File: config.mk
export PLATFORM = sky130hd
export DESIGN_NAME = phy_basic_mode_control
export DESIGN_NICKNAME = d
export VERILOG_FILES = /design/src/rtl/phy_bmc_pkg.sv /design/src/rtl/phy_basic_mode_control.sv
export VERILOG_INCLUDE_DIRS = /design/src /design/src/rtl
export SDC_FILE = /design/constraint.sdc
export NUM_CORES = 1
export LEC_CHECK = 0
export ABC_AREA = 0
export BUFFER_PORTS_ARGS = -buffer_cell sky130_fd_sc_hd__buf_4
export CAP_MARGIN = 20
export CORE_MARGIN = 2
export CORE_UTILIZATION = 50
export DETAILED_ROUTE_END_ITERATION = 7
export HOLD_SLACK_MARGIN = 0.15
export PLACE_DENSITY = 0.76
export SLEW_MARGIN = 15
export SYNTH_ARGS = -nofsm -noshare
export SYNTH_HDL_FRONTEND = slang
export SYNTH_SLANG_ARGS = --single-unit
File: constraint.sdc
create_clock -name clk_sys -period 2.1 [get_ports clk_sys]
set_clock_uncertainty 0.05 [all_clocks]
set_input_delay 0.21 -clock clk_sys [delete_from_list [all_inputs] [get_ports clk_sys]]
set_output_delay 0.21 -clock clk_sys [all_outputs]
set_load 0.05 [all_outputs]
File: src/rtl/phy_bmc_consts.svh
// offsets, field positions, reset values and timing counts
`ifndef PHY_BMC_CONSTS_SVH
`define PHY_BMC_CONSTS_SVH

`define BMC_ADDR_W 5
`define BMC_DATA_W 16

`define BMC_OFF_CONTROL 5'h00
`define BMC_OFF_IDENT 5'h02
`define BMC_OFF_EVENTS 5'h11
`define BMC_OFF_SWS 5'h1D
`define BMC_OFF_SOFT_STRAP_CFG_BIT 5'h1E
`define BMC_OFF_SS_CTRL 5'h1F

`define BMC_BIT_SRST 15
`define BMC_BIT_LOOP 14
`define BMC_BIT_SPEED 13
`define BMC_BIT_ANEG 12
`define BMC_BIT_DUPLEX 8

`define EVT_BIT_FAULT 0
`define EVT_BIT_LINK 1
`define EVT_BIT_ENERGY 2
`define EVT_CNT_LSB 8
`define EVT_CNT_MSB 15

`define SOFT_STRAP_CFG_BIT_BIT_SPEED 2
`define SOFT_STRAP_CFG_BIT_BIT_ANEG 1
`define SOFT_STRAP_CFG_BIT_BIT_DUPLEX 0

`define SS_BIT_MODE 0
`define SS_BIT_DONE 1

`define BMC_IDENT_VALUE 16'h5A3C
`define BMC_LOOP_RST 1'h0
`define BMC_SWS_RST 1'h0

`define CLK_PERIOD_PS 5000
`define SRST_TIME_NS 1000
`define SRST_CYCLES ((`SRST_TIME_NS * 1000 + `CLK_PERIOD_PS - 1) / `CLK_PERIOD_PS)

`endif

File: src/rtl/phy_bmc_pkg.sv
// types shared by the basic mode control block
package phy_bmc_pkg;

    typedef enum logic [1:0] {
        ST_STRAP = 2'h0,
        ST_RUN = 2'h1,
        ST_SRST = 2'h3
    } ctrl_state_e;

    typedef struct packed {
        logic speed;
        logic aneg;
        logic duplex;
    } strap_s;

    typedef struct packed {
        logic en;
        logic [3:0] data;
    } mii_nibble_s;

    typedef struct packed {
        ctrl_state_e st;
        logic [7:0] srst_cnt;
        logic loopback;
        strap_s mode;
        logic lh_fault;
        logic ll_link;
        logic [7:0] cor_cnt;
        logic ss_mode;
        strap_s soft_strap_cfg_bit;
        logic cfg_latched;
        strap_s cfg_def;
        logic sws_val;
        logic sws_def;
        logic sws_pend;
        logic [15:0] rdata;
        mii_nibble_s rx;
        logic eff_speed_100;
        logic eff_full_duplex;
        logic aneg_active;
        logic srst_busy;
        logic energy;
    } state_s;

endpackage

File: src/rtl/phy_basic_mode_control.sv
// basic mode control register bank with strap and soft-strap handling
`timescale 1ns/1ps
`include "phy_bmc_consts.svh"

module phy_basic_mode_control
(
    input wire logic clk_sys,
    input wire logic rst_n,
    input wire logic [`BMC_ADDR_W-1:0] reg_addr,
    input wire logic [`BMC_DATA_W-1:0] reg_wdata,
    input wire logic reg_wr,
    input wire logic reg_rd,
    output logic [`BMC_DATA_W-1:0] reg_rdata,
    input wire phy_bmc_pkg::strap_s strap_pins,
    input wire phy_bmc_pkg::strap_s an_result,
    input wire logic evt_fault,
    input wire logic evt_link_ok,
    input wire logic evt_count,
    input wire logic evt_energy,
    input wire phy_bmc_pkg::mii_nibble_s mii_tx,
    input wire phy_bmc_pkg::mii_nibble_s line_rx,
    output phy_bmc_pkg::mii_nibble_s mii_rx,
    output logic eff_speed_100,
    output logic eff_full_duplex,
    output logic aneg_active,
    output logic soft_reset_busy,
    output logic sws_out
);
    import phy_bmc_pkg::*;

    ////////////////////////////////////////////////////////////////////////
    // helpers

    localparam logic [7:0] SRST_LAST = 8'(`SRST_CYCLES - 1);

    // defaults for the strap-backed fields
    function automatic strap_s strap_default(input logic latched,
                                             input strap_s cfg,
                                             input strap_s pins);
        begin
            strap_default = latched ? cfg : pins;
        end
    endfunction

    function automatic logic hit(input logic [`BMC_ADDR_W-1:0] a,
                                 input logic [`BMC_ADDR_W-1:0] off);
        begin
            hit = (a == off);
        end
    endfunction

    ////////////////////////////////////////////////////////////////////////
    // state

    state_s cur;
    state_s next_cur;

    logic wr_ctrl;
    logic wr_sws;
    logic wr_soft_strap_cfg_bit;
    logic wr_ss;
    logic rd_events;
    logic cfg_done;
    strap_s dflt;
    logic [15:0] rd_val;

    always_comb
    begin
        wr_ctrl = reg_wr && hit(reg_addr, `BMC_OFF_CONTROL);
        wr_sws = reg_wr && hit(reg_addr, `BMC_OFF_SWS);
        wr_soft_strap_cfg_bit = reg_wr && hit(reg_addr, `BMC_OFF_SOFT_STRAP_CFG_BIT) && cur.ss_mode;
        wr_ss = reg_wr && hit(reg_addr, `BMC_OFF_SS_CTRL);
        rd_events = reg_rd && hit(reg_addr, `BMC_OFF_EVENTS);
        cfg_done = wr_ss && cur.ss_mode && reg_wdata[`SS_BIT_DONE];
        dflt = strap_default(cur.cfg_latched, cur.cfg_def, strap_pins);
        next_cur = cur;

        ////////////////////////////////////////////////////////////////////
        // read mux, data returned the cycle after the strobe

        rd_val = 16'h0000;
        if (hit(reg_addr, `BMC_OFF_CONTROL))
        begin
            rd_val[`BMC_BIT_SRST] = cur.srst_busy;
            rd_val[`BMC_BIT_LOOP] = cur.loopback;
            rd_val[`BMC_BIT_SPEED] = cur.mode.speed;
            rd_val[`BMC_BIT_ANEG] = cur.mode.aneg;
            rd_val[`BMC_BIT_DUPLEX] = cur.mode.duplex;
        end
        else if (hit(reg_addr, `BMC_OFF_IDENT))
        begin
            rd_val = `BMC_IDENT_VALUE;
        end
        else if (hit(reg_addr, `BMC_OFF_EVENTS))
        begin
            rd_val[`EVT_BIT_FAULT] = cur.lh_fault;
            rd_val[`EVT_BIT_LINK] = cur.ll_link;
            rd_val[`EVT_BIT_ENERGY] = cur.energy;
            rd_val[`EVT_CNT_MSB:`EVT_CNT_LSB] = cur.cor_cnt;
        end
        else if (hit(reg_addr, `BMC_OFF_SWS))
        begin
            rd_val[0] = cur.sws_val;
        end
        else if (hit(reg_addr, `BMC_OFF_SOFT_STRAP_CFG_BIT))
        begin
            if (cur.ss_mode)
            begin
                rd_val[`SOFT_STRAP_CFG_BIT_BIT_SPEED] = cur.soft_strap_cfg_bit.speed;
                rd_val[`SOFT_STRAP_CFG_BIT_BIT_ANEG] = cur.soft_strap_cfg_bit.aneg;
                rd_val[`SOFT_STRAP_CFG_BIT_BIT_DUPLEX] = cur.soft_strap_cfg_bit.duplex;
            end
        end
        else if (hit(reg_addr, `BMC_OFF_SS_CTRL))
        begin
            rd_val[`SS_BIT_MODE] = cur.ss_mode;
        end
        next_cur.rdata = reg_rd ? rd_val : 16'h0000;

        ////////////////////////////////////////////////////////////////////
        // event fields; a new event wins over the clearing read

        next_cur.energy = evt_energy;
        if (evt_fault)
            next_cur.lh_fault = 1'b1;
        else if (rd_events)
            next_cur.lh_fault = 1'b0;
        if (!evt_link_ok)
            next_cur.ll_link = 1'b0;
        else if (rd_events)
            next_cur.ll_link = 1'b1;
        if (rd_events)
            next_cur.cor_cnt = evt_count ? 8'h01 : 8'h00;
        else if (evt_count && cur.cor_cnt != 8'hFF)
            next_cur.cor_cnt = cur.cor_cnt + 8'h01;

        ////////////////////////////////////////////////////////////////////
        // control fsm and register writes

        unique case (cur.st)
            ST_STRAP:
            begin
                next_cur.mode = dflt;
                next_cur.soft_strap_cfg_bit = strap_pins;
                next_cur.st = ST_RUN;
            end
            ST_RUN:
            begin
                if (wr_ctrl)
                begin
                    next_cur.loopback = reg_wdata[`BMC_BIT_LOOP];
                    next_cur.mode.speed = reg_wdata[`BMC_BIT_SPEED];
                    next_cur.mode.aneg = reg_wdata[`BMC_BIT_ANEG];
                    next_cur.mode.duplex = reg_wdata[`BMC_BIT_DUPLEX];
                    if (reg_wdata[`BMC_BIT_SRST])
                    begin
                        next_cur.st = ST_SRST;
                        next_cur.srst_cnt = 8'h00;
                        next_cur.srst_busy = 1'b1;
                    end
                end
                if (wr_sws)
                begin
                    next_cur.sws_val = reg_wdata[0];
                    next_cur.sws_pend = cur.ss_mode;
                end
                if (wr_soft_strap_cfg_bit)
                begin
                    next_cur.soft_strap_cfg_bit.speed = reg_wdata[`SOFT_STRAP_CFG_BIT_BIT_SPEED];
                    next_cur.soft_strap_cfg_bit.aneg = reg_wdata[`SOFT_STRAP_CFG_BIT_BIT_ANEG];
                    next_cur.soft_strap_cfg_bit.duplex = reg_wdata[`SOFT_STRAP_CFG_BIT_BIT_DUPLEX];
                end
                if (wr_ss)
                    next_cur.ss_mode = reg_wdata[`SS_BIT_MODE];
                if (cfg_done)
                begin
                    next_cur.cfg_latched = 1'b1;
                    next_cur.cfg_def = cur.soft_strap_cfg_bit;
                    next_cur.mode = cur.soft_strap_cfg_bit;
                    if (cur.sws_pend)
                    begin
                        next_cur.sws_def = cur.sws_val;
                        next_cur.sws_pend = 1'b0;
                    end
                end
            end
            ST_SRST:
            begin
                next_cur.srst_cnt = cur.srst_cnt + 8'h01;
                if (cur.srst_cnt == SRST_LAST)
                begin
                    next_cur.st = ST_RUN;
                    next_cur.srst_busy = 1'b0;
                    next_cur.loopback = `BMC_LOOP_RST;
                    next_cur.mode = dflt;
                    next_cur.sws_val = cur.sws_def;
                    next_cur.sws_pend = 1'b0;
                    next_cur.ss_mode = 1'b0;
                    next_cur.soft_strap_cfg_bit = dflt;
                    next_cur.srst_cnt = 8'h00;
                end
            end
            default:
            begin
                next_cur.st = ST_STRAP;
            end
        endcase

        ////////////////////////////////////////////////////////////////////
        // datapath outputs

        if (cur.loopback)
            next_cur.rx = mii_tx;
        else
            next_cur.rx = line_rx;
        next_cur.aneg_active = cur.mode.aneg;
        if (cur.mode.aneg)
        begin
            next_cur.eff_speed_100 = an_result.speed;
            next_cur.eff_full_duplex = an_result.duplex;
        end
        else
        begin
            next_cur.eff_speed_100 = cur.mode.speed;
            next_cur.eff_full_duplex = cur.mode.duplex;
        end
    end

    ////////////////////////////////////////////////////////////////////////
    // registers

    always_ff @(posedge clk_sys)
    begin
        if (!rst_n)
        begin
            cur <= '0;
            cur.st <= ST_STRAP;
            cur.ll_link <= 1'b1;
            cur.mode <= '1;
            cur.soft_strap_cfg_bit <= '1;
            cur.sws_val <= `BMC_SWS_RST;
            cur.sws_def <= `BMC_SWS_RST;
        end
        else
        begin
            cur <= next_cur;
        end
    end

    assign reg_rdata = cur.rdata;
    assign mii_rx = cur.rx;
    assign eff_speed_100 = cur.eff_speed_100;
    assign eff_full_duplex = cur.eff_full_duplex;
    assign aneg_active = cur.aneg_active;
    assign soft_reset_busy = cur.srst_busy;
    assign sws_out = cur.sws_val;

endmodule // phy_basic_mode_control

======== Word level (Yosys, flattened, before mapping) ========
Cells that the tools add are included.
operators by class
  add/sub/neg operators ................... 2
  equal/unequal tests ..................... 17
  muxes and demuxes ....................... 46
  bitwise logic cells ..................... 3
  reductions and logical operators ........ 30
operators with widths
  operator                                                         number
  8-bit two-way mux                                                4
  14-bit two-way mux                                               2
  3-bit AND reduction                                              8
  3-bit two-way mux                                                7
  5-bit == test, second input constant                             4
  1-bit two-way mux                                                18
  3-bit one-hot mux with 3 select lines                            2
  9-bit one-hot mux with 2 select lines                            1
  8-bit by 1-bit adder with 8-bit output, second input constant    2
  2-bit inequality test, second input constant                     6
  10-bit two-way mux                                               1
  1-bit logical AND                                                9
  8-bit == test, second input constant                             1
  4-bit two-way mux                                                2
  8-bit inequality test, second input constant                     1
  1-bit one-hot mux with 2 select lines                            4
  2-bit two-way mux                                                3
  2-bit one-hot mux with 3 select lines                            1
  2-bit AND reduction                                              3
  2-bit nonzero test                                               3
  5-bit by 2-bit == test with 1-bit output, second input constant  1
  5-bit zero test                                                  1
  5-bit two-way mux                                                1
  5-bit OR reduction                                               1
  other kinds (10)                                                 12
word-level totals
  register bits ........................... 61
  bits of input ports ..................... 45
  output and inout port bits .............. 26
  logic and storage cells ................. 129

======== Depth between registers and ports, before layout ========
Gate-level depths: netlist (run 1).
  depth in word-level cells ............... 6
  mapped depth ............................ 6
  depth with buffers taken out ............ 5

======== Worst setup path before layout (run 1) ========
No wires, ideal clock.
  kind .................................... flip-flop to flip-flop
  start ................................... reg cur[51] in the netlist's numbering
  end ..................................... reg cur[33] in the netlist's numbering
  library setup time ...................... 79 ps
  data arrival time ....................... 1,528 ps
  data required time ...................... 1,971 ps
  path slack .............................. 443 ps
  cell stages (with the launch flop) ...... 7
  buffers on the path ..................... 1
  cells stage by stage .................... dfxtp_1 > ha_1 > and3b_1 > clkbuf_2 > a31oi_1 > or2_2 > o211ai_1
on the way
  longest elaborated chain between the ends .. 3
ends and longest elaborated chain
  element                                 line                           RTL
  start: declaration                      phy_basic_mode_control.sv:55   state_s cur;
  start signal: assignment                phy_basic_mode_control.sv:246  cur <= next_cur;
  8-bit == test                           phy_basic_mode_control.sv:190  if (cur.srst_cnt == SRST_LAST)
  2-bit inequality test (no source line)  -
  3-bit AND reduction (no source line)    -
No other way between the ends.
A chain may end at the register's enable or synchronous reset.

======== Worst setup path after layout (run 1) ========
  start ................................... reg cur[51] in the netlist's numbering
  end ..................................... reg cur[35] in the netlist's numbering
The elaborated chain is that of the path after synthesis.

==> flow_summary.toml, run 1 <==
[synthesis]
yosys.area_share.xor_xnor = 0.006055
synthArstFlopShare = 0
synth-edff-count = 0
yosys.area_share.adder = 0.008651
yosys-top-cells-area = "dfxtp_1, mux2i_1, buf_4"
synth_most_common_cell = "dfxtp_1"
netlist_area_um2 = 2893
synth-seq-cells = 57
synth-simple-area-share = 0.2314
synth_common_cells = "dfxtp_1, nand2_1, nor2_1"
syn_inst = 343
ys_seq_area_frac = 0.3945
synthMuxAreaShare = 0.06272
yosysWarnings = 0
synth-compound-area-share = 0.2020
syn_avg_cell_area_um2 = 8.434
synth.top_cell.area_share = 0.3945
yosysTopAreaCell = "dfxtp_1"
yosysUniqueCellTypes = 59
synth_top_family_by_area = "simple AND/OR/NAND/NOR gates"
synth_flop_cell = "dfxtp_1"

[sta]
finalCritPeriodShare = 0.8755
setup_violations = 0
fin_tns_setup_ns = 0
fmax_mhz = 543.9
period_minus_slack_ns = 1.838
timing.final.max_slew_violations = 0
whs_ns = 0.1580
rsz0062_at_grt = "no"
worst_pin_slew_ns = 0.8124
hold_viol = 0
slew_headroom = 0.4578

[critical_path]
critPathKind = "reg -> reg"
critical_path.max_stage_delay_ns = 0.38
start_kind = "flip-flop"
cp-end-kind = "flip-flop"
cp_slowest_cell = "dfxtp_1"
cp.required_ns = 2.33
arrival_ns = 2.06
startpoint = "cur[51]$_SDFFE_PN0P_"
worstReg2RegStart = "cur[51]$_SDFFE_PN0P_"
path_max_fanout = 8
worstPathCellList = "ha_1, and3b_1, a31oi_1, or2_2, o211ai_1"

[placement]
port_buffers = 59
place_area_um2 = 3231
globalplace.congestion = 0.8626
place_hpwl_um = 4906

[power]
p_leak_nw = 1.444
power.density_nw_per_um2 = 684.1
ir_drop_mv = 0.4315

[run_status]
status = "finished clean"

[floorplanning]
core-area_um2 = 5540
fp.dieW_um = 80.06
io_pins = 71
dieArea_um2 = 6410
die_y_um = 80.06
num_rows = 27
initial_core_util = 0.5221

[routing]
vias_per_cell = 5.656
vias = 2715
final_antenna_net_count = 0
routed_wl_um = 7115
drt_iter0_markers = 156
wl_per_cell_um = 14.82
firstDrtPassIters = 4
route.detailed.drc = 0

[grt]
antenna_found_initial = 0
grt_max_degree = 25
grt_first_pass_wirelength_um = 12040
grt_pass1_vias = 2587
gr-usage-all-layers = 0.2447
globalRoute.totalOverflow = 0

[clocking]
cts_tree = "yes"
clock_latency_ns = 0.35
clockBufferDepth = 2
cts_resized = 0
root_buffer = "clkbuf_8"
clock_sinks = 57
cts_buffers = 9
path_clk_slew_ns = 0.07
hold_buffers = 22
htree_levels = 3
post_cts_buffers = 0

[flow_run]
cap_violations = 0

[final_layout]
fin_nets = 450
area_growth_syn_to_layout_pct = 26.73
final_area_um2 = 3666
drive_gt1_frac = 0.2304
diodes = 0

[min_path]
hold_class = "in -> reg"
worstHoldStart = "reg_addr[0]"
stage by stage:
step / worst slack, ns / instances / total power [W] / utilization
3_3_place_gp: 0.3033 / 442 / 0.001401 / 0.5831
2_1_floorplan: 0.4433 / 344 / 0.001307 / -
6_report: 0.2615 / 480 / 0.002508 / 0.6617
5_1_grt: 0.09124 / 480 / 0.002612 / 0.6617
3_5_place_dp: 0.2716 / 442 / 0.001405 / 0.5831
4_1_cts: 0.2630 / 480 / 0.002530 / 0.6617
critical path, delay by kind of cell, from the launching register on:
family          cells  cell delay (ns)
flops               1             0.38
compound gates      2             0.38
fa+ha+maj           1             0.27
simple gates        2             0.68
final cells by class:
type,count,area (µm²)
fillers,466,1874
multi-input cells,239,1485
flip-flops and latches,57,1141
repair buffers,85,693.2
clock buffers,12,165.2
well taps,72,90.09
clock inverters,4,50.05
inverters,11,41.29
state kept, by name, indices dropped and copies added (netlist names):
signal	flops
sws_out	1
eff_full_duplex	1
eff_speed_100	1
mii_rx	5
soft_reset_busy	1
cur	35
reg_rdata	12
aneg_active	1
where the power goes:
part / internal (W) / switching, W
combinational: 0.000128 / 0.000158
sequential: 0.00111 / 0.0000223
clock: 0.000642 / 0.000448
metal layers:
| layer | track usage | share of wire |
|---|---|---|
| met1 | 0.3030 | 0.44 |
| met2 | 0.3975 | 0.49 |
| met3 | 0.08989 | 0.060 |
| met4 | 0.07288 | 0.016 |
| met5 | 0 | 0 |
cell families after synthesis:
kind of cell	after synthesis
buf+inv	48
xor+xnor	2
compound gates	89
fa+ha+maj	2
other cells	1
mux	18
simple gates	126
flops	57
worst paths after layout:
check                             to  slack (ns)  cells past startpoint
max             cur[35]$_SDFFE_PN1P_        0.26                      5
min          reg_rdata[0]$_SDFF_PP0_        0.16                      3
max reg2reg     cur[35]$_SDFFE_PN1P_        0.26                      5
min reg2reg     cur[27]$_SDFFE_PN0P_        0.43                      2
layout by cell type, fill, tap and decap left out, drive strengths merged, types with 3 or more instances in the layout:
| cell type | n |
|---|---|
| nand4 | 7 |
| o22ai | 6 |
| nor3 | 7 |
| nand3 | 21 |
| clkbuf | 12 |
| nand2 | 30 |
| a21o | 4 |
| and4 | 3 |
| o311ai | 3 |
| o31ai | 3 |
| dlygate4sd3 | 22 |
| o21ai | 17 |
| inv | 11 |
| or4 | 4 |
| mux2i | 17 |
| a311oi | 7 |
| o211ai | 5 |
| nor2 | 26 |
| a21oi | 23 |
| and3 | 6 |
| a31oi | 4 |
| or3 | 5 |
| and2 | 4 |
| dfxtp | 57 |
| a22oi | 5 |
| buf | 63 |
(Power assumes the default switching activity.)
==> run 2, diff against run 1 <==
Settings changed: ABC_AREA 0 to 1, PLACE_DENSITY 0.76 to 0.75.
Clock period 2.1 ns to 1.7 ns, I/O delays scaled along.
==> run 2 against run 1 <==
Combinational power rose by 45%. First-iteration DRC count up 8.3%. Power is 17% higher. Synthesized area grew 2.2%. Non-clock buffer count rose by 1. Cell area rose by 2.4%. Hold slack better by 0.0074 ns. Core utilization down 1.6 points. Critical path depth unchanged. Final cell count rose by 21%. Via count up 9.4%. Worst setup slack got worse by 0.15 ns. Largest power group unchanged.
==> flow_summary.toml, run 2 <==
[routing]
routed_wl_um = 7422
route.detailed.drc = 0
final_antenna_net_count = 0
drt_iter0_markers = 169
vias_per_cell = 5.105
wl_per_cell_um = 12.75
firstDrtPassIters = 5
vias = 2971

[flow_run]
cap_violations = 0

[floorplanning]
io_pins = 71
fp.dieW_um = 80.88
core-area_um2 = 5816
initial_core_util = 0.5082
die_y_um = 80.88
num_rows = 28
dieArea_um2 = 6542

[synthesis]
ys_seq_area_frac = 0.3861
yosys-top-cells-area = "dfxtp_1, nand2_1, nor2_1"
syn_avg_cell_area_um2 = 6.810
synth_common_cells = "nand2_1, dfxtp_1, nor2_1"
syn_inst = 434
synth.top_cell.area_share = 0.3861
synth-seq-cells = 57
yosysUniqueCellTypes = 30
synth_most_common_cell = "nand2_1"
synth_flop_cell = "dfxtp_1"
yosysWarnings = 0
synthArstFlopShare = 0
synth-edff-count = 0
yosysTopAreaCell = "dfxtp_1"
netlist_area_um2 = 2955

[final_layout]
fin_cells = 582
fin_nets = 552
drive_gt1_frac = 0.2130
layout_common_cells = "nand2_1, buf_4, dfxtp_1"
final_common_cell = "nand2_1"
largest-register = "cur"
largest_reg_flops = 35
diodes = 0
area_growth_syn_to_layout_pct = 26.97

[critical_path]
reg2reg_slack_ns = 0.14
rr_endpoint = "cur[48]$_SDFFE_PN1P_"
arrival_ns = 1.81
critPathKind = "in -> reg"
cp.required_ns = 1.92
worstRegToRegCells = 8
cp-end-kind = "flip-flop"
start_kind = "input pin"
worstReg2RegStart = "cur[51]$_SDFFE_PN0P_"
path_max_fanout = 23

[grt]
grt_max_degree = 24
gr-usage-all-layers = 0.2351
grt_first_pass_wirelength_um = 11810
antenna_found_initial = 0
globalRoute.totalOverflow = 0
grt_pass1_vias = 2682

[clocking]
cts_buffers = 9
clockBufferDepth = 2
path_clk_slew_ns = 0.06
cts_tree = "yes"
htree_levels = 3
post_cts_buffers = 0
clock_sinks = 57
root_buffer = "clkbuf_8"
clock_latency_ns = 0.33

[placement]
placed_cells = 545
place_hpwl_um = 5208
port_buffers = 59
globalplace.congestion = 0.8870

[power]
ir_drop_mv = 0.4496
p_leak_nw = 1.705
power.density_nw_per_um2 = 784.2

[min_path]
worstHoldStart = "strap_pins[2]"
hold_class = "in -> reg"
min_delay_worst_endpoint = "cur[35]$_SDFFE_PN1P_"
hold_depth = 5

[sta]
setup_violations = 0
rsz0062_at_grt = "no"
timing.final.max_slew_violations = 0
hold_viol = 0
fin_tns_setup_ns = 0
finalCritPeriodShare = 0.9335
period_minus_slack_ns = 1.587
fmax_mhz = 630.1

[run_status]
status = "finished clean"
-- run 2: routing by layer --
layer  global-route usage  routed length (µm)  up-vias
met3              0.04778                 353       18
met1               0.2717                3124     1353
met5                    0                   0        -
met2               0.4132                3779       76
li1                     -                   -     1524
met4               0.1136                 165        0
-- run 2: logic make-up after synthesis --
logic type,count (synthesis),share of synthesized area
simple gates,225,0.3484
buf+inv,81,0.1346
other cells,1,0.001269
flops,57,0.3861
compound gates,68,0.1211
fa+ha+maj,2,0.008466
-- run 2: worst max-delay path by stage --
| stage | startpoint | endpoint | slack [ns] | depth (start not counted) |
|---|---|---|---|---|
| finish | rst_n | mii_rx[2]$_SDFF_PN0_ | 0.11 | 5 |
| global route | reg_addr[0] | cur[40]$_SDFFE_PN0P_ | 0.02 | 11 |
| detailed placement | cur[51]$_SDFFE_PN0P_ | cur[48]$_SDFFE_PN1P_ | 0.12 | 8 |
| CTS | cur[51]$_SDFFE_PN0P_ | cur[48]$_SDFFE_PN1P_ | 0.08 | 8 |
| global placement | cur[51]$_SDFFE_PN0P_ | cur[47]$_SDFFE_PN1P_ | 0.16 | 8 |
| floorplan | cur[51]$_SDFFE_PN0P_ | cur[47]$_SDFFE_PN1P_ | 0.30 | 8 |
-- run 2: worst max-delay path, stage by stage --
cell and delay (ns):
dlygate4sd3_1 0.56, buf_6 0.22, o21ai_0 0.15, nor2_1 0.13, dlygate4sd3_1 0.57
-- run 2: final cells by class --
cell class              count  area, µm²
fillers                   549       2063
multi-input cells         297       1431
flip-flops and latches     57       1144
repair buffers             86      709.4
inverters                  54      205.2
clock buffers              13      168.9
well taps                  75      93.84
-- run 2: per-stage QoR --
stage	setup slack, ns	hold WS, ns	total power (W)	util	area, µm²
3_5_place_dp	0.1153	0.3056	0.001796	0.5719	3326
4_1_cts	0.08184	0.1558	0.002950	0.6422	3735
3_3_place_gp	0.1590	0.3012	0.001790	0.5719	3326
5_1_grt	0.01605	0.1694	0.003060	0.6452	3752
2_1_floorplan	0.3027	0.2176	0.001672	-	2959
6_report	0.1130	0.1654	0.002943	0.6452	3752
-- run 2: report_power, final --
| part | switching (W) | total [W] | internal, W |
|---|---|---|---|
| registers | 0.0000313 | 0.00141 | 0.00138 |
| clock network | 0.000494 | 0.00112 | 0.000625 |
| logic | 0.000241 | 0.000414 | 0.000173 |
| total | 0.000766 | 0.00294 | 0.00218 |
-- run 2: what timing repair did --
item,in CTS,in global routing
hold endpoints to repair,19,0
setup endpoints to repair,0,14
hold buffers,24,0
gates resized for setup,0,6
